### config.mk
export PLATFORM = sky130hd
export DESIGN_NAME = scmd_top
export DESIGN_NICKNAME = d
export VERILOG_FILES = /design/src/pkg/scmd_pkg.sv /design/src/rtl/scmd_slow_div.sv /design/src/rtl/scmd_rst_pulse.sv /design/src/rtl/scmd_top.sv
export VERILOG_INCLUDE_DIRS = /design/src /design/src/pkg
export SDC_FILE = /design/constraint.sdc
export NUM_CORES = 1
export LEC_CHECK = 0
export BUFFER_PORTS_ARGS = -buffer_cell sky130_fd_sc_hd__buf_2
export CORE_MARGIN = 2
export CORE_UTILIZATION = 40
export CTS_CLUSTER_DIAMETER = 120
export DETAILED_ROUTE_END_ITERATION = 8
export MAX_ROUTING_LAYER = met4
export PLACE_DENSITY_LB_ADDON = 0.2
export REMOVE_ABC_BUFFERS = 1
export SLEW_MARGIN = 20
export SYNTH_ARGS = -nofsm -noshare
export SYNTH_HDL_FRONTEND = slang
export SYNTH_SLANG_ARGS = --single-unit
### constraint.sdc
create_clock -name clk_i -period 2.38 [get_ports clk_i]
set_input_delay 0.238 -clock clk_i [delete_from_list [all_inputs] [get_ports clk_i]]
set_output_delay 0.238 -clock clk_i [all_outputs]
set_load 0.02 [all_outputs]
### src/pkg/scmd_cfg.svh
`ifndef SCMD_CFG_SVH
`define SCMD_CFG_SVH

// Register indices; the APB byte address is four times the index.
`define SCMD_CFG_INDEX   14'h1F01
`define SCMD_SR1_INDEX   14'h1F09
`define SCMD_SR1_FAST_BIT 6
`define SCMD_SR1_RESET   8'h40
`define SCMD_CFG_PRELOAD 8'hFF

`define SCMD_FETCH_ADDR  24'h00FFF9
`define SCMD_PRAM_HI     24'h000FFF
`define SCMD_IO_LO       24'h001E00
`define SCMD_IO_HI       24'h001FFF
`define SCMD_BOOT_LO     24'h002000
`define SCMD_BOOT_HI     24'h0023FF
`define SCMD_PROM_LO     24'h002400
`define SCMD_PROM_HI     24'h019FFF
`define SCMD_TEXT_LO     24'h0A0000
`define SCMD_TEXT_HI     24'h0A3FFF

// Counts in oscillator periods.
`define SCMD_SLOW_DIV    256
`define SCMD_RST_LONG    4095
`define SCMD_RST_SHORT   16
`define SCMD_EXT_WAIT    4

`endif

### src/pkg/scmd_pkg.sv
`include "scmd_cfg.svh"
package scmd_pkg;
   typedef struct packed {
      logic long_reset_select;
      logic test_pin_toggle_enable;
      logic external_bus_quiet;
      logic multifunction_pin_mode;
      logic test_rom_disable;
      logic internal_rom_enable;
      logic internal_ram_enable;
      logic internal_cpu_enable;
   } scmd_cfg_t;

   typedef enum logic [2:0] {
      SEG_EXT  = 3'b000,
      SEG_PRAM = 3'b001,
      SEG_IO   = 3'b010,
      SEG_BOOT = 3'b011,
      SEG_PROM = 3'b100,
      SEG_TROM = 3'b101,
      SEG_TEXT = 3'b110
   } scmd_seg_t;

   typedef enum logic [1:0] {
      FS_WAIT = 2'b00,
      FS_REQ  = 2'b01,
      FS_READ = 2'b10,
      FS_DONE = 2'b11
   } scmd_fetch_t;

   typedef struct packed {
      logic [23:0] addr;
      logic [7:0]  data;
      logic        data_oe_n;
      logic        write_strobe_n;
      logic        output_enable_n;
      logic        strobe_oe_n;
   } scmd_ext_pins_t;

   function automatic scmd_seg_t scmd_decode(input logic [23:0] a, input scmd_cfg_t c,
                                             input logic tram);
      scmd_seg_t s;
      s = SEG_EXT;
      if (c.internal_ram_enable && a <= `SCMD_PRAM_HI) s = SEG_PRAM;
      else if (a >= `SCMD_IO_LO && a <= `SCMD_IO_HI) s = SEG_IO;
      else if (c.internal_rom_enable && a >= `SCMD_BOOT_LO && a <= `SCMD_BOOT_HI) s = SEG_BOOT;
      else if (c.internal_rom_enable && a >= `SCMD_PROM_LO && a <= `SCMD_PROM_HI)
         s = c.test_rom_disable ? SEG_PROM : SEG_TROM;
      else if (tram && a >= `SCMD_TEXT_LO && a <= `SCMD_TEXT_HI) s = SEG_TEXT;
      return s;
   endfunction
endpackage

### src/rtl/scmd_slow_div.sv
`timescale 1ns/100ps
`include "scmd_cfg.svh"
module scmd_slow_div import scmd_pkg::*; #(
   parameter int DIV = `SCMD_SLOW_DIV
) (
   input  wire logic clk_i,
   input  wire logic rst_n_i,
   input  wire logic fast_i,
   output logic      cpu_clk_en_o,
   output logic      slow_active_o
);
   localparam int W = $clog2(DIV);

   if (DIV < 2 || (1 << W) != DIV) begin : g_chk
      $error("DIV must be a power of two of at least 2");
   end

   logic [W-1:0] cnt_reg, cnt_next;
   logic         slow_reg, slow_next;
   logic         wrap;

   assign wrap = (cnt_reg == {W{1'b1}});

   always_comb begin
      cnt_next = cnt_reg + 1'b1;
      slow_next = slow_reg;
      if (fast_i) slow_next = 1'b0;
      else if (wrap) slow_next = 1'b1;
   end

   always_ff @(posedge clk_i or negedge rst_n_i) begin
      if (!rst_n_i) begin
         cnt_reg  <= '0;
         slow_reg <= 1'b0;
      end else begin
         cnt_reg  <= cnt_next;
         slow_reg <= slow_next;
      end
   end

   // One enable per DIV periods in slow mode; fast flag bypasses the register at once.
   assign cpu_clk_en_o  = fast_i | ~slow_reg | wrap;
   assign slow_active_o = slow_reg;

   a_slow_rate: assert property (@(posedge clk_i) disable iff (!rst_n_i)
      (slow_reg && !fast_i && cpu_clk_en_o) |=> (!cpu_clk_en_o || fast_i) [*8])
      else $error("slow enable came early");
   a_fast_now: assert property (@(posedge clk_i) disable iff (!rst_n_i)
      fast_i |-> cpu_clk_en_o)
      else $error("fast flag did not give full rate");
   a_slow_bound: assert property (@(posedge clk_i) disable iff (!rst_n_i)
      $fell(fast_i) |-> ##[0:256] (slow_reg || fast_i))
      else $error("slow mode took too long");
endmodule

### src/rtl/scmd_rst_pulse.sv
`timescale 1ns/100ps
`include "scmd_cfg.svh"
module scmd_rst_pulse import scmd_pkg::*; #(
   parameter int LONG  = `SCMD_RST_LONG,
   parameter int SHORT = `SCMD_RST_SHORT
) (
   input  wire logic clk_i,
   input  wire logic rst_n_i,
   input  wire logic trigger_i,
   input  wire logic test_pin_i,
   input  wire logic long_sel_i,
   output logic      drive_o
);
   if (LONG < 1 || LONG > 4095 || SHORT < 1 || SHORT > LONG) begin : g_chk
      $error("pulse lengths must lie in 1..4095 with SHORT not above LONG");
   end

   logic        pend_reg, pend_next;
   logic        first_reg, first_next;
   logic        act_reg, act_next;
   logic        long_reg, long_next;
   logic [11:0] cnt_reg, cnt_next;
   logic [11:0] hcnt_reg, hcnt_next;
   logic        start;
   logic        use_long;
   logic [1:0]  settle_reg, settle_next;

   // Test pin low forces long; test pin high makes the first pulse short.
   assign use_long = !test_pin_i || (!first_reg && long_sel_i);
   // The power-on pulse waits until the synchronised test pin has settled.
   assign start    = !act_reg && ((pend_reg && settle_reg == 2'b10) || trigger_i);

   always_comb begin
      pend_next  = pend_reg;
      first_next = first_reg;
      act_next   = act_reg;
      long_next  = long_reg;
      cnt_next   = cnt_reg;
      hcnt_next  = act_reg ? hcnt_reg + 12'h001 : hcnt_reg;
      settle_next = (settle_reg == 2'b10) ? settle_reg : settle_reg + 2'b01;
      if (start) begin
         pend_next  = 1'b0;
         first_next = 1'b0;
         act_next   = 1'b1;
         long_next  = use_long;
         cnt_next   = use_long ? LONG[11:0] - 12'h001 : SHORT[11:0] - 12'h001;
         hcnt_next  = 12'h000;
      end else if (act_reg) begin
         if (cnt_reg == 12'h000) act_next = 1'b0;
         else cnt_next = cnt_reg - 12'h001;
      end
   end

   always_ff @(posedge clk_i or negedge rst_n_i) begin
      if (!rst_n_i) begin
         pend_reg  <= 1'b1;
         first_reg <= 1'b1;
         act_reg   <= 1'b0;
         long_reg  <= 1'b0;
         cnt_reg   <= 12'h000;
         hcnt_reg  <= 12'h000;
         settle_reg <= 2'b00;
      end else begin
         pend_reg  <= pend_next;
         first_reg <= first_next;
         act_reg   <= act_next;
         long_reg  <= long_next;
         cnt_reg   <= cnt_next;
         hcnt_reg  <= hcnt_next;
         settle_reg <= settle_next;
      end
   end

   assign drive_o = act_reg;

   a_pulse_len: assert property (@(posedge clk_i) disable iff (!rst_n_i)
      $fell(act_reg) |-> (hcnt_reg == (long_reg ? LONG[11:0] : SHORT[11:0])))
      else $error("reset pulse length wrong");
   a_long_testlow: assert property (@(posedge clk_i) disable iff (!rst_n_i)
      (start && !test_pin_i) |=> long_reg)
      else $error("test pin low did not give long pulse");
endmodule

### src/rtl/scmd_top.sv
// Operation
// Slow mode runs the processor at one 256th of its normal rate.
// Only processor, interrupts, RAM, ROM, DMA and watchdog are slowed.
// Every reset leaves the processor clock in fast mode.
// Clearing the fast flag slows the processor within 256 oscillator periods.
// Setting the fast flag restores full rate at once.
// The whole subsystem runs on the oscillator clock, half the crystal rate.
// Reset never clears or alters RAM contents.
// Addresses outside enabled internal segments go to the external bus.
// Where internal and external overlap, the internal memory is chosen.
// External data and strobes float during internal accesses by default.
// Each rising reset pin edge loads the byte at 00FFF9h into configuration.
// Test pin low fetches from mask ROM, high from external memory.
// Reset pin pulse lasts 4095 periods with long reset, else 16.
// Test high makes first pulse short; test low makes every pulse long.
// With toggle enabled, the test pin switches multifunction pins bus/normal.
// Configuration holds eight read/write bits, long reset down to cpu enable.
// RAM and ROM enable bits drop those segments to external memory.
// Quiet bit set floats external pins on internal access; clear drives them.
// Processor, RAM and ROM enable bits enable when one, disable when zero.
// ROM enable with test-ROM disable picks CPU ROM, else test ROM or external.
// The processor stays in reset until the configuration byte is loaded.
// The slow divider is a free-running counter switching at its wrap.
`timescale 1ns/100ps
`include "scmd_cfg.svh"
module scmd_top import scmd_pkg::*; #(
   parameter int EXT_WAIT = `SCMD_EXT_WAIT,
   parameter int SLOW_DIV = `SCMD_SLOW_DIV
) (
   input  wire logic        clk_i,
   input  wire logic        rst_n_i,
   input  wire logic        psel_i,
   input  wire logic        penable_i,
   input  wire logic        pwrite_i,
   input  wire logic [15:0] paddr_i,
   input  wire logic [31:0] pwdata_i,
   output logic [31:0]      prdata_o,
   output logic             pready_o,
   output logic             pslverr_o,
   input  wire logic        reset_pin_n_i,
   output logic             reset_pin_n_o,
   output logic             reset_pin_drive_n_o,
   input  wire logic        test_pin_i,
   input  wire logic        int_reset_req_i,
   input  wire logic        text_ram_enable_i,
   input  wire logic [23:0] cpu_addr_i,
   input  wire logic        cpu_rd_i,
   input  wire logic        cpu_wr_i,
   input  wire logic [7:0]  cpu_wdata_i,
   input  wire logic [7:0]  boot_rom_data_i,
   output logic             boot_rom_rd_o,
   output logic [23:0]      boot_rom_addr_o,
   input  wire logic [7:0]  ext_data_bus_i,
   output scmd_ext_pins_t   ext_pins_o,
   output scmd_seg_t        mem_select_o,
   output scmd_cfg_t        cfg_o,
   output logic             cpu_rst_n_o,
   output logic             cpu_enable_o,
   output logic             cpu_clk_en_o,
   output logic             periph_clk_en_o,
   output logic             mf_bus_mode_o
);
   if (EXT_WAIT < 3 || EXT_WAIT > 7) begin : g_chk
      $error("EXT_WAIT must lie in 3..7");
   end

   // Pin synchronisers; the reset pin idles high, so its stages reset high.
   logic       rpin_s1, rpin_s2, rpin_s3;
   logic       test_s1, test_s2;
   logic [7:0] ext_s1, ext_s2;

   always_ff @(posedge clk_i or negedge rst_n_i) begin
      if (!rst_n_i) begin
         rpin_s1 <= 1'b1;
         rpin_s2 <= 1'b1;
         rpin_s3 <= 1'b1;
         test_s1 <= 1'b0;
         test_s2 <= 1'b0;
         ext_s1  <= 8'h00;
         ext_s2  <= 8'h00;
      end else begin
         rpin_s1 <= reset_pin_n_i;
         rpin_s2 <= rpin_s1;
         rpin_s3 <= rpin_s2;
         test_s1 <= test_pin_i;
         test_s2 <= test_s1;
         ext_s1  <= ext_data_bus_i;
         ext_s2  <= ext_s1;
      end
   end

   // Register bus decode.
   logic hit_cfg, hit_sr1, hit_any;
   logic apb_setup, apb_wr;

   assign hit_cfg   = (paddr_i[15:2] == `SCMD_CFG_INDEX) && (paddr_i[1:0] == 2'b00);
   assign hit_sr1   = (paddr_i[15:2] == `SCMD_SR1_INDEX) && (paddr_i[1:0] == 2'b00);
   assign hit_any   = hit_cfg | hit_sr1;
   assign apb_setup = psel_i & ~penable_i;
   assign apb_wr    = psel_i & penable_i & pwrite_i & hit_any;
   assign pready_o  = 1'b1;
   assign pslverr_o = psel_i & penable_i & ~hit_any;

   // Configuration fetch and register state.
   scmd_fetch_t state_reg, state_next;
   scmd_cfg_t   system_configuration_reg, system_configuration_next;
   logic [7:0]  standby_reg_one_reg, standby_reg_one_next;
   logic [2:0]  wait_reg, wait_next;
   logic        src_ext_reg, src_ext_next;
   logic [31:0] prdata_reg, prdata_next;
   logic [7:0]  fetch_data;
   logic        cpu_fast_flag;
   logic        fetching_ext;

   assign fetch_data    = src_ext_reg ? ext_s2 : boot_rom_data_i;
   assign cpu_fast_flag = standby_reg_one_reg[`SCMD_SR1_FAST_BIT];
   assign fetching_ext  = src_ext_reg && (state_reg == FS_REQ || state_reg == FS_READ);

   always_comb begin
      state_next                = state_reg;
      wait_next                 = wait_reg;
      src_ext_next              = src_ext_reg;
      system_configuration_next = system_configuration_reg;
      standby_reg_one_next      = standby_reg_one_reg;
      boot_rom_rd_o             = 1'b0;
      prdata_next               = prdata_reg;
      if (apb_setup) begin
         prdata_next = 32'h0000_0000;
         if (hit_cfg) prdata_next = {24'h00_0000, system_configuration_reg};
         if (hit_sr1) prdata_next = {24'h00_0000, standby_reg_one_reg};
      end
      if (apb_wr && hit_cfg) system_configuration_next = scmd_cfg_t'(pwdata_i[7:0]);
      if (apb_wr && hit_sr1) standby_reg_one_next = pwdata_i[7:0];
      // A reset on the pin puts the processor clock back in fast mode.
      if (!rpin_s2) standby_reg_one_next = `SCMD_SR1_RESET;
      unique case (state_reg)
         FS_WAIT: begin
            // The pin must be seen low first, so a pin high through reset is no edge.
            if (rpin_s2 && !rpin_s3) begin
               state_next   = FS_REQ;
               src_ext_next = test_s2;
            end
         end
         FS_REQ: begin
            state_next    = FS_READ;
            wait_next     = src_ext_reg ? EXT_WAIT[2:0] : 3'h0;
            boot_rom_rd_o = ~src_ext_reg;
         end
         FS_READ: begin
            if (wait_reg == 3'h0) begin
               system_configuration_next = scmd_cfg_t'(fetch_data);
               state_next                = FS_DONE;
            end else begin
               wait_next = wait_reg - 3'h1;
            end
         end
         FS_DONE: begin
            state_next = FS_DONE;
         end
      endcase
      if (!rpin_s2) state_next = FS_WAIT;
   end

   always_ff @(posedge clk_i or negedge rst_n_i) begin
      if (!rst_n_i) begin
         state_reg                <= FS_WAIT;
         wait_reg                 <= 3'h0;
         src_ext_reg              <= 1'b0;
         system_configuration_reg <= scmd_cfg_t'(`SCMD_CFG_PRELOAD);
         standby_reg_one_reg      <= `SCMD_SR1_RESET;
         prdata_reg               <= 32'h0000_0000;
      end else begin
         state_reg                <= state_next;
         wait_reg                 <= wait_next;
         src_ext_reg              <= src_ext_next;
         system_configuration_reg <= system_configuration_next;
         standby_reg_one_reg      <= standby_reg_one_next;
         prdata_reg               <= prdata_next;
      end
   end

   assign prdata_o        = prdata_reg;
   assign boot_rom_addr_o = `SCMD_FETCH_ADDR;
   assign cfg_o           = system_configuration_reg;
   assign cpu_rst_n_o     = (state_reg == FS_DONE);
   assign cpu_enable_o    = system_configuration_reg.internal_cpu_enable;

   // Multifunction pins fall to bus mode unless normal mode or a test-pin toggle says otherwise.
   assign mf_bus_mode_o = ~system_configuration_reg.multifunction_pin_mode &
      ~(system_configuration_reg.test_pin_toggle_enable & test_s2);

   // Address decode; RAM selects carry no reset term so storage survives reset.
   scmd_seg_t seg;
   assign seg          = scmd_decode(cpu_addr_i, system_configuration_reg,
                                     text_ram_enable_i);
   assign mem_select_o = seg;

   // External pin drive.
   scmd_ext_pins_t pins_reg, pins_next;
   logic           internal_quiet;

   assign internal_quiet = (seg != SEG_EXT) && system_configuration_reg.external_bus_quiet;

   always_comb begin
      pins_next.addr            = cpu_addr_i;
      pins_next.data            = cpu_wdata_i;
      pins_next.data_oe_n       = ~cpu_wr_i;
      pins_next.write_strobe_n  = ~cpu_wr_i;
      pins_next.output_enable_n = ~cpu_rd_i;
      pins_next.strobe_oe_n     = 1'b0;
      if (fetching_ext) begin
         pins_next.addr            = `SCMD_FETCH_ADDR;
         pins_next.data_oe_n       = 1'b1;
         pins_next.write_strobe_n  = 1'b1;
         pins_next.output_enable_n = 1'b0;
      end else if (!cpu_rst_n_o) begin
         pins_next.data_oe_n       = 1'b1;
         pins_next.write_strobe_n  = 1'b1;
         pins_next.output_enable_n = 1'b1;
      end else if (internal_quiet) begin
         pins_next.data_oe_n   = 1'b1;
         pins_next.strobe_oe_n = 1'b1;
      end
   end

   always_ff @(posedge clk_i or negedge rst_n_i) begin
      if (!rst_n_i) begin
         pins_reg <= '{addr: 24'h00_0000, data: 8'h00, data_oe_n: 1'b1,
                       write_strobe_n: 1'b1, output_enable_n: 1'b1, strobe_oe_n: 1'b0};
      end else begin
         pins_reg <= pins_next;
      end
   end

   assign ext_pins_o = pins_reg;

   // Clocks: clk_i is the oscillator clock; only the processor group gets the slowed enable.
   scmd_slow_div #(
      .DIV (SLOW_DIV)
   ) u_scmd_slow_div (
      .clk_i         (clk_i),
      .rst_n_i       (rst_n_i),
      .fast_i        (cpu_fast_flag),
      .cpu_clk_en_o  (cpu_clk_en_o),
      .slow_active_o ()
   );
   assign periph_clk_en_o = 1'b1;

   // Reset pin pulse generator; the pin is open drain, pulled low while driven.
   logic pulse_drive;

   scmd_rst_pulse #(
      .LONG  (`SCMD_RST_LONG),
      .SHORT (`SCMD_RST_SHORT)
   ) u_scmd_rst_pulse (
      .clk_i      (clk_i),
      .rst_n_i    (rst_n_i),
      .trigger_i  (int_reset_req_i),
      .test_pin_i (test_s2),
      .long_sel_i (system_configuration_reg.long_reset_select),
      .drive_o    (pulse_drive)
   );
   assign reset_pin_n_o       = 1'b0;
   assign reset_pin_drive_n_o = ~pulse_drive;

   a_int_wins: assert property (@(posedge clk_i) disable iff (!rst_n_i)
      (system_configuration_reg.internal_ram_enable && cpu_addr_i <= `SCMD_PRAM_HI)
      |-> (mem_select_o == SEG_PRAM))
      else $error("internal RAM not chosen");
   a_ram_off: assert property (@(posedge clk_i) disable iff (!rst_n_i)
      (!system_configuration_reg.internal_ram_enable && cpu_addr_i <= `SCMD_PRAM_HI)
      |-> (mem_select_o == SEG_EXT))
      else $error("disabled RAM still decoded");
   a_quiet_bus: assert property (@(posedge clk_i) disable iff (!rst_n_i)
      (cpu_rst_n_o && !fetching_ext && mem_select_o != SEG_EXT &&
       system_configuration_reg.external_bus_quiet)
      |=> (ext_pins_o.data_oe_n && ext_pins_o.strobe_oe_n))
      else $error("external pins driven on quiet internal access");
   a_cfg_load: assert property (@(posedge clk_i) disable iff (!rst_n_i)
      (state_reg == FS_READ && wait_reg == 3'h0 && rpin_s2)
      |=> (system_configuration_reg == $past(fetch_data)))
      else $error("configuration byte not loaded");
   a_cpu_held: assert property (@(posedge clk_i) disable iff (!rst_n_i)
      $rose(cpu_rst_n_o) |-> $past(state_reg == FS_READ && wait_reg == 3'h0))
      else $error("processor released before load");
   a_fast_reset: assert property (@(posedge clk_i) disable iff (!rst_n_i)
      ($rose(rst_n_i) || $rose(rpin_s2)) |-> cpu_fast_flag)
      else $error("reset did not select fast mode");
   a_ext_fetch: assert property (@(posedge clk_i) disable iff (!rst_n_i)
      (state_reg == FS_REQ && src_ext_reg && rpin_s2)
      |=> (!ext_pins_o.output_enable_n && ext_pins_o.addr == `SCMD_FETCH_ADDR))
      else $error("external fetch not started");
   a_apb_err: assert property (@(posedge clk_i) disable iff (!rst_n_i)
      (psel_i && penable_i && !hit_any) |-> (pslverr_o && pready_o))
      else $error("unmapped access not refused");
   a_drive_clear: assert property (@(posedge clk_i) disable iff (!rst_n_i)
      (cpu_rst_n_o && !fetching_ext && mem_select_o != SEG_EXT && cpu_wr_i &&
       !system_configuration_reg.external_bus_quiet)
      |=> (!ext_pins_o.data_oe_n && !ext_pins_o.strobe_oe_n))
      else $error("external pins floated on driven internal access");
   a_mf_normal: assert property (@(posedge clk_i) disable iff (!rst_n_i)
      system_configuration_reg.multifunction_pin_mode |-> !mf_bus_mode_o)
      else $error("normal mode bit did not release bus mode");
   a_rom_off: assert property (@(posedge clk_i) disable iff (!rst_n_i)
      (!system_configuration_reg.internal_rom_enable && cpu_addr_i >= `SCMD_PROM_LO &&
       cpu_addr_i <= `SCMD_PROM_HI) |-> (mem_select_o == SEG_EXT))
      else $error("disabled ROM still decoded");
endmodule

==> summary.md, run 1 <==
| Metric | Value |
|---|---|
| Synth cell types | `between 50 and 60` |
| Max Freq | `0.4663 GHz` |
| Final Util | `0.5047` |
| # setup viols final | `0` |
| Final hold violation count | `0` |
| Routed via count | `3605` |
| Sink Count | `112` |
| Total power | `5.308 mW` |
| Pins Over Slew Limit | `0` |
| Final worst-path cycle share | `0.9011` |
| FF-to-FF path depth | `7` |
| R2R Path End | `u_scmd_rst_pulse.cnt_reg[7]` |
| Post-DP Area | `approximately 5800 um2` |
| Pint | `3.489 mW` |
| Worst path max stage delay | `between 0.5 and 0.6 ns` |
| TNS Setup | `0 ns` |
| Crit-path cells | `nor3b_1 -> a32oi_1 -> o22ai_1 -> buf_2` |
| Pwr/cell area | `840.2 nW/um2` |
| RSZ-0062 raised after global routing | `no` |
| Combinational share of power | `0.276` |
| Final Critical Period | `around 2.1 ns` |
| Min-Delay Path Class | `in -> reg` |
| Top_reg_cell synth | `dfrtp_1` |
| Synthesized-area fraction occupied by ao, oa, aoi and oai cells | `0.09768` |
| Post-Synthesis Cells | `452` |
| Final instance area | `6317 um2` |
| Setup slack after layout | `around 0.24 ns` |
| Slowest-stage cell, CP | `dfstp_2` |
| Clock power frac | `0.275` |
| Postcts setup bufs | `0` |
| Seq pwr share | `0.449` |
| Core Region | `between 10000 and 15000 um2` |
| Placer congestion estimate | `roughly 0.80` |
| XOR/XNOR Fraction of Synth Area | `0.01554` |
| Die X-Extent | `116.6 um` |
| Simple-gate share of the synthesized area | `0.1524` |
| Required @ worst endpoint | `roughly 2.1 ns` |
| # DRC | `0` |
| Post-layout nets | `738` |
| Status | `finished, final reports clean` |
| H-tree depth | `3` |
| Initial antenna violation count | `1` |
| Placed cells | `approximately 760` |
| FF-to-FF Start | `u_scmd_rst_pulse.cnt_reg[0]` |
| Initial drt markers | `around 170` |
| DRT antenna net count | `0` |
| R2R Setup Slk | `0.26 ns` |
| Crit path capture | `mem_select_o[0]` |
| Synth async-reset ratio | `1.000` |
| Max-Cap Viols | `0` |
| Main combinational cell family by area after synthesis | `simple AND/OR/NAND/NOR gates` |
| P_leak | `3.056 nW` |
| Worst-case vdd ir drop | `0.2990 mV` |
| Largest net degree at the start of global routing | `between 40 and 50` |
| Reg clk slew, reported paths | `about 0.070 ns` |
| WL/cell | `13.60 um` |
| Crit end category | `primary output` |
| Hold path depth | `2` |
| Most frequent cells in the layout | `buf_2 (143), dfrtp_1 (96), conb_1 (51), mux2i_1 (26), nand2_1 (26)` |
| Rows | `41` |
| CP bufs+invs | `1` |
| # port buffers | `144` |
| Max reg flops | `36` |
| Post-Place Setup Slack | `0.2626 ns` |
| Top delay family on crit path | `flip-flops` |
| Setup CP Type | `reg -> out` |
| Finished Layout Cells | `~800` |
| Register area share after synthesis | `0.5565` |
| Initial Util | `0.4052` |
| Clk_skew | `0.008295 ns` |
| Avg Vias per Cell | `4.518` |
| Vias in the first global route | `approximately 3500` |
| Pre-antenna DRT Iters | `4` |
| Net Switching | `1.818 mW` |
| Clk Tree Root Cell | `clkbuf_16` |
| Gr usage total | `0.1687` |
| Die Area | `13600 um2` |
| CTS tree | `done` |
| Later-pin clock latency in the skew report | `~0.35 ns` |
| Share of cells above drive strength 1 | `0.3120` |
| Worst Path Arrival | `1.91 ns` |
| Yosys reg bits | `about 110` |
| Warnings from Yosys | `0` |
| Fin Hold WS | `~0.047 ns` |
| Crit path launch type | `flop` |
| Worst setup path startpoint | `cfg_o[2]` |
| Relative slew margins | `0.4595` |
| First-pass GRT wire length | `between 15000 and 20000 um` |
| Post-Syn Area | `5072 um2` |
| Crit path max fanout | `4` |
| Io pins | `220` |
| Crit path depth | `4` |
| Adder-cell share of the synthesized area | `0.02713` |
| Avg Cell Area, Syn | `roughly 11 um2` |
| Dpl hpwl | `8077 um` |
| Max clock buf depth | `2` |
| Number of buffers created by CTS | `9` |
| Commonest non-fill, non-tap cell in the layout | `buf_2` |
| EDFF count, synth | `0` |
| Total gr overflow | `0` |
| Post-synthesis mux area share | `0.05131` |
| Area Overhead vs Synth | `24.54%` |
| Least-Margin Pin Slew | `0.8071 ns` |
| Die Y | `116.6 um` |
| Sw frac | `0.3426` |
| Drt total wl | `10850 um` |
[worst min path at each step]
stage,start,to,slack (ns)
6_report,cpu_rd_i,ext_pins_o[1],0.05
5_1_grt,cpu_rd_i,ext_pins_o[1],0.05
4_1_cts,cpu_rd_i,ext_pins_o[1],0.04
3_5_place_dp,rst_n_i,ext_pins_o[14],0.27
3_3_place_gp,rst_n_i,ext_pins_o[12],0.26
2_1_floorplan,rst_n_i,ext_pins_o[0],-0.06
[timing repair]
action                                  CTS  global route
hold buffers                             19             0
gates resized for setup                   0             0
hold endpoints to repair                 50             0
endpoints found under the setup margin    0             0
[routing by layer]
layer  GRT usage  share of wire
met1      0.2157           0.45
met2      0.2671           0.48
met3     0.02750          0.052
met4     0.07294          0.021
met5           -              0
[worst reg2reg max path, stage by stage (launching register included)]
cell and delay [ns]:
dfrtp_1 0.41, inv_1 0.09, ha_1 0.15, or4b_1 0.50, o31ai_4 0.37, nand2_2 0.21
a21oi_1 0.18, a221oi_1 0.06
[power groups by stage]
stage / logic, mW / clock network (mW) / registers, mW
6_report: 1.47 / 1.46 / 2.38
5_1_grt: 1.63 / 1.59 / 2.41
4_1_cts: 1.49 / 1.50 / 2.39
3_5_place_dp: 1.47 / 0 / 2.43
3_3_place_gp: 1.43 / 0 / 2.42
2_1_floorplan: 0.602 / 0 / 2.70
[synthesized netlist by cell type (all sizes together) (3+ instances only)]
cell    instances  area share
inv            16       0.012
nand3b          4      0.0059
nand3          15       0.015
o21ai          22       0.022
clkbuf          8      0.0059
nor2           10      0.0079
nor3b           4      0.0059
mux2i          26       0.051
a211oi          9       0.013
dfrtp          96        0.47
nor3            4      0.0039
nand2          27       0.020
dfstp          16       0.083
xnor2           7       0.012
o211ai          5      0.0074
or3             4      0.0052
o31ai           3      0.0072
ha             11       0.027
nand2b         17       0.021
nor2b          19       0.023
a21oi          25       0.025
and3            5      0.0062
buf            55       0.080
and2           13       0.016
[area by class of cell]
cell class	instances	area, um2
timing repair buffer	171	985.9
clock inverter	7	62.56
antenna	1	2.502
tap	172	215.2
multi-input combinational	310	1943
sequential	112	2823
fill	1168	6200
inverter	16	60.06
clock buffer	9	225.2
[cell families (layout without fill, tap and decap cells)]
| logic type | Yosys count | after routing |
|---|---|---|
| buf+inv | 79 | 203 |
| xor+xnor | 9 | 9 |
| fa+ha+maj | 11 | 11 |
| other cells | 2 | 52 |
| simple gates | 135 | 135 |
| flops | 112 | 112 |
| compound gates | 78 | 78 |
| mux | 26 | 26 |
Note: power is estimated with default switching activity, not from simulation.
==> run 2: changes to the inputs <==
--- a/config.mk
+++ b/config.mk
@@ -7,8 +7,10 @@
 export NUM_CORES = 1
 export LEC_CHECK = 0
 export BUFFER_PORTS_ARGS = -buffer_cell sky130_fd_sc_hd__buf_2
+export CELL_PAD_IN_SITES_DETAIL_PLACEMENT = 2
+export CELL_PAD_IN_SITES_GLOBAL_PLACEMENT = 2
 export CORE_MARGIN = 2
-export CORE_UTILIZATION = 40
+export CORE_UTILIZATION = 29
 export CTS_CLUSTER_DIAMETER = 120
 export DETAILED_ROUTE_END_ITERATION = 8
 export MAX_ROUTING_LAYER = met4
==> constraint.sdc (replaced) <==
create_clock -name clk_i -period 2.38 [get_ports clk_i]
set_input_delay 0.238 -clock clk_i [delete_from_list [all_inputs] [get_ports clk_i]]
set_output_delay 0.238 -clock clk_i [all_outputs]
set_load 0.01 [all_outputs]
==> summary.md, run 2 (synthesis gave the netlist of run 1 again) <==
| Metric | Value |
|---|---|
| Status | `finished, final reports clean` |
| Share of cells above drive strength 1 | `0.3143` |
| Net Switching | `1.686 mW` |
| First-pass GRT wire length | `~23000 um` |
| Max reg flops | `36` |
| Setup CP Type | `reg -> out` |
| Avg Vias per Cell | `about 4.5` |
| P_leak | `3.086 nW` |
| Most frequent cells in the layout | `buf_2 (143), dfrtp_1 (96), conb_1 (51), mux2i_1 (26), nand2_1 (26)` |
| Die Y | `136.3 um` |
| Post-layout nets | `743` |
| Clk Tree Root Cell | `clkbuf_16` |
| Post-CTS sizing | `0` |
| Commonest non-fill, non-tap cell in the layout | `buf_2` |
| Min-Delay Path Class | `in -> reg` |
| Initial drt markers | `94` |
| Gr usage total | `0.1650` |
| Rows | `48` |
| Number of buffers created by CTS | `9` |
| Max clock buf depth | `2` |
| Pins Over Slew Limit | `0` |
| FF-to-FF path depth | `8` |
| CTS tree | `done` |
| Initial Util | `0.2953` |
| Required @ worst endpoint | `approximately 2.1 ns` |
| Final hold violation count | `0` |
| Pre-antenna DRT Iters | `4` |
| Final Critical Period | `2.212 ns` |
| Worst Path Arrival | `1.97 ns` |
| # setup viols final | `0` |
| Later-pin clock latency in the skew report | `around 0.36 ns` |
| Sink Count | `approximately 110` |
| Pint | `roughly 3.5 mW` |
| Crit-path cells | `nor3b_1 -> a32oi_1 -> o22ai_1 -> buf_2` |
| Slowest-stage cell, CP | `dfstp_2` |
| Post-Place Setup Slack | `0.1959 ns` |
| Routed via count | `around 3800` |
| Reg clk slew, reported paths | `around 0.070 ns` |
| Worst path max stage delay | `between 0.5 and 0.6 ns` |
| Die X-Extent | `136.3 um` |
| Area Overhead vs Synth | `26.47%` |
| Combinational share of power | `0.258` |
| Clk_skew | `about 0.0072 ns` |
| Final worst-path cycle share | `0.9295` |
| RSZ-0062 raised after global routing | `no` |
| Least-Margin Pin Slew | `0.8606 ns` |
| Crit path launch type | `flop` |
| TNS Setup | `0 ns` |
| Crit path max fanout | `4` |
| H-tree depth | `3` |
| # DRC | `0` |
| Vias in the first global route | `approximately 4200` |
| Dpl hpwl | `10530 um` |
| Sw frac | `0.3250` |
| Io pins | `220` |
| Largest net degree at the start of global routing | `between 40 and 50` |
| WL/cell | `16.78 um` |
| Clock power frac | `0.281` |
| Die Area | `18570 um2` |
| Worst-case vdd ir drop | `0.4306 mV` |
| # port buffers | `about 140` |
| Hold path depth | `2` |
| Crit end category | `primary output` |
| Max-Cap Viols | `0` |
| DRT antenna net count | `0` |
| Total gr overflow | `0` |
| Max Freq | `0.4521 GHz` |
| Initial antenna violation count | `1` |
| Placer congestion estimate | `around 0.76` |
| Core Region | `17180 um2` |
| Fin Hold WS | `0.03794 ns` |
| Final Util | `0.3735` |
| Relative slew margins | `0.4237` |
| Drt total wl | `14370 um` |
| Seq pwr share | `0.461` |
| Setup slack after layout | `0.1679 ns` |
| Pwr/cell area | `about 800 nW/um2` |
==> run 2: final timing paths <==
check	from	to	slack, ns
max	cfg_o[2]	mem_select_o[0]	0.17
min	cpu_rd_i	ext_pins_o[1]	0.04
max reg2reg	u_scmd_rst_pulse.cnt_reg[0]	u_scmd_rst_pulse.cnt_reg[9]	0.26
min reg2reg	ext_s1[7]	ext_s2[7]	0.35
max in group asynchronous	rst_n_i	u_scmd_rst_pulse.pend_reg	1.34
min in group asynchronous	rst_n_i	ext_pins_o[20]	0.32
==> run 2: final cells by class <==
type / instances / area (um2)
fill: 1878 / 10760
sequential: 112 / 2823
multi-input combinational: 310 / 1952
timing repair buffer: 176 / 1023
tap: 225 / 281.5
clock buffer: 11 / 232.7
inverter: 16 / 60.06
clock inverter: 5 / 40.04
antenna: 1 / 2.502
==> run 2: metal layers <==
| metal | share of wire | up-vias | GRT usage |
|---|---|---|---|
| li1 | - | 1793 | - |
| met1 | 0.42 | 1914 | 0.1948 |
| met2 | 0.51 | 112 | 0.2795 |
| met3 | 0.045 | 18 | 0.02946 |
| met4 | 0.016 | 0 | 0.06481 |
| met5 | 0 | - | - |
==> run 2: worst max-delay path: cells and delay by family (launching register included) <==
family          cells  cell delay (ns)
simple gates        1             0.44
compound gates      2             0.44
buf+inv             1             0.19
flops               1             0.56
==> run 2: metrics by stage <==
stage | total power, mW | cells | area, um2
final | 5.186 | 856 | 6415
after global routing | 5.529 | 856 | 6415
after CTS | 5.293 | 854 | 6405
after detailed placement | 3.775 | 819 | 5942
after global placement | 3.710 | 819 | 5942
after floorplan | 3.080 | 438 | 4820
==> run 2: timing repair <==
item                                   4_1_cts  5_1_grt
buffers inserted                             0        1
setup endpoints to repair                    0        1
endpoints found under the hold margin       36        0
hold buffers                                19        0
==> run 2: power by group through the flow <==
stage,clock network [mW],registers (mW),logic [mW]
floorplan,0,2.53,0.552
global placement,0,2.43,1.28
detailed placement,0,2.44,1.34
CTS,1.51,2.40,1.38
global route,1.58,2.43,1.52
finish,1.45,2.39,1.34
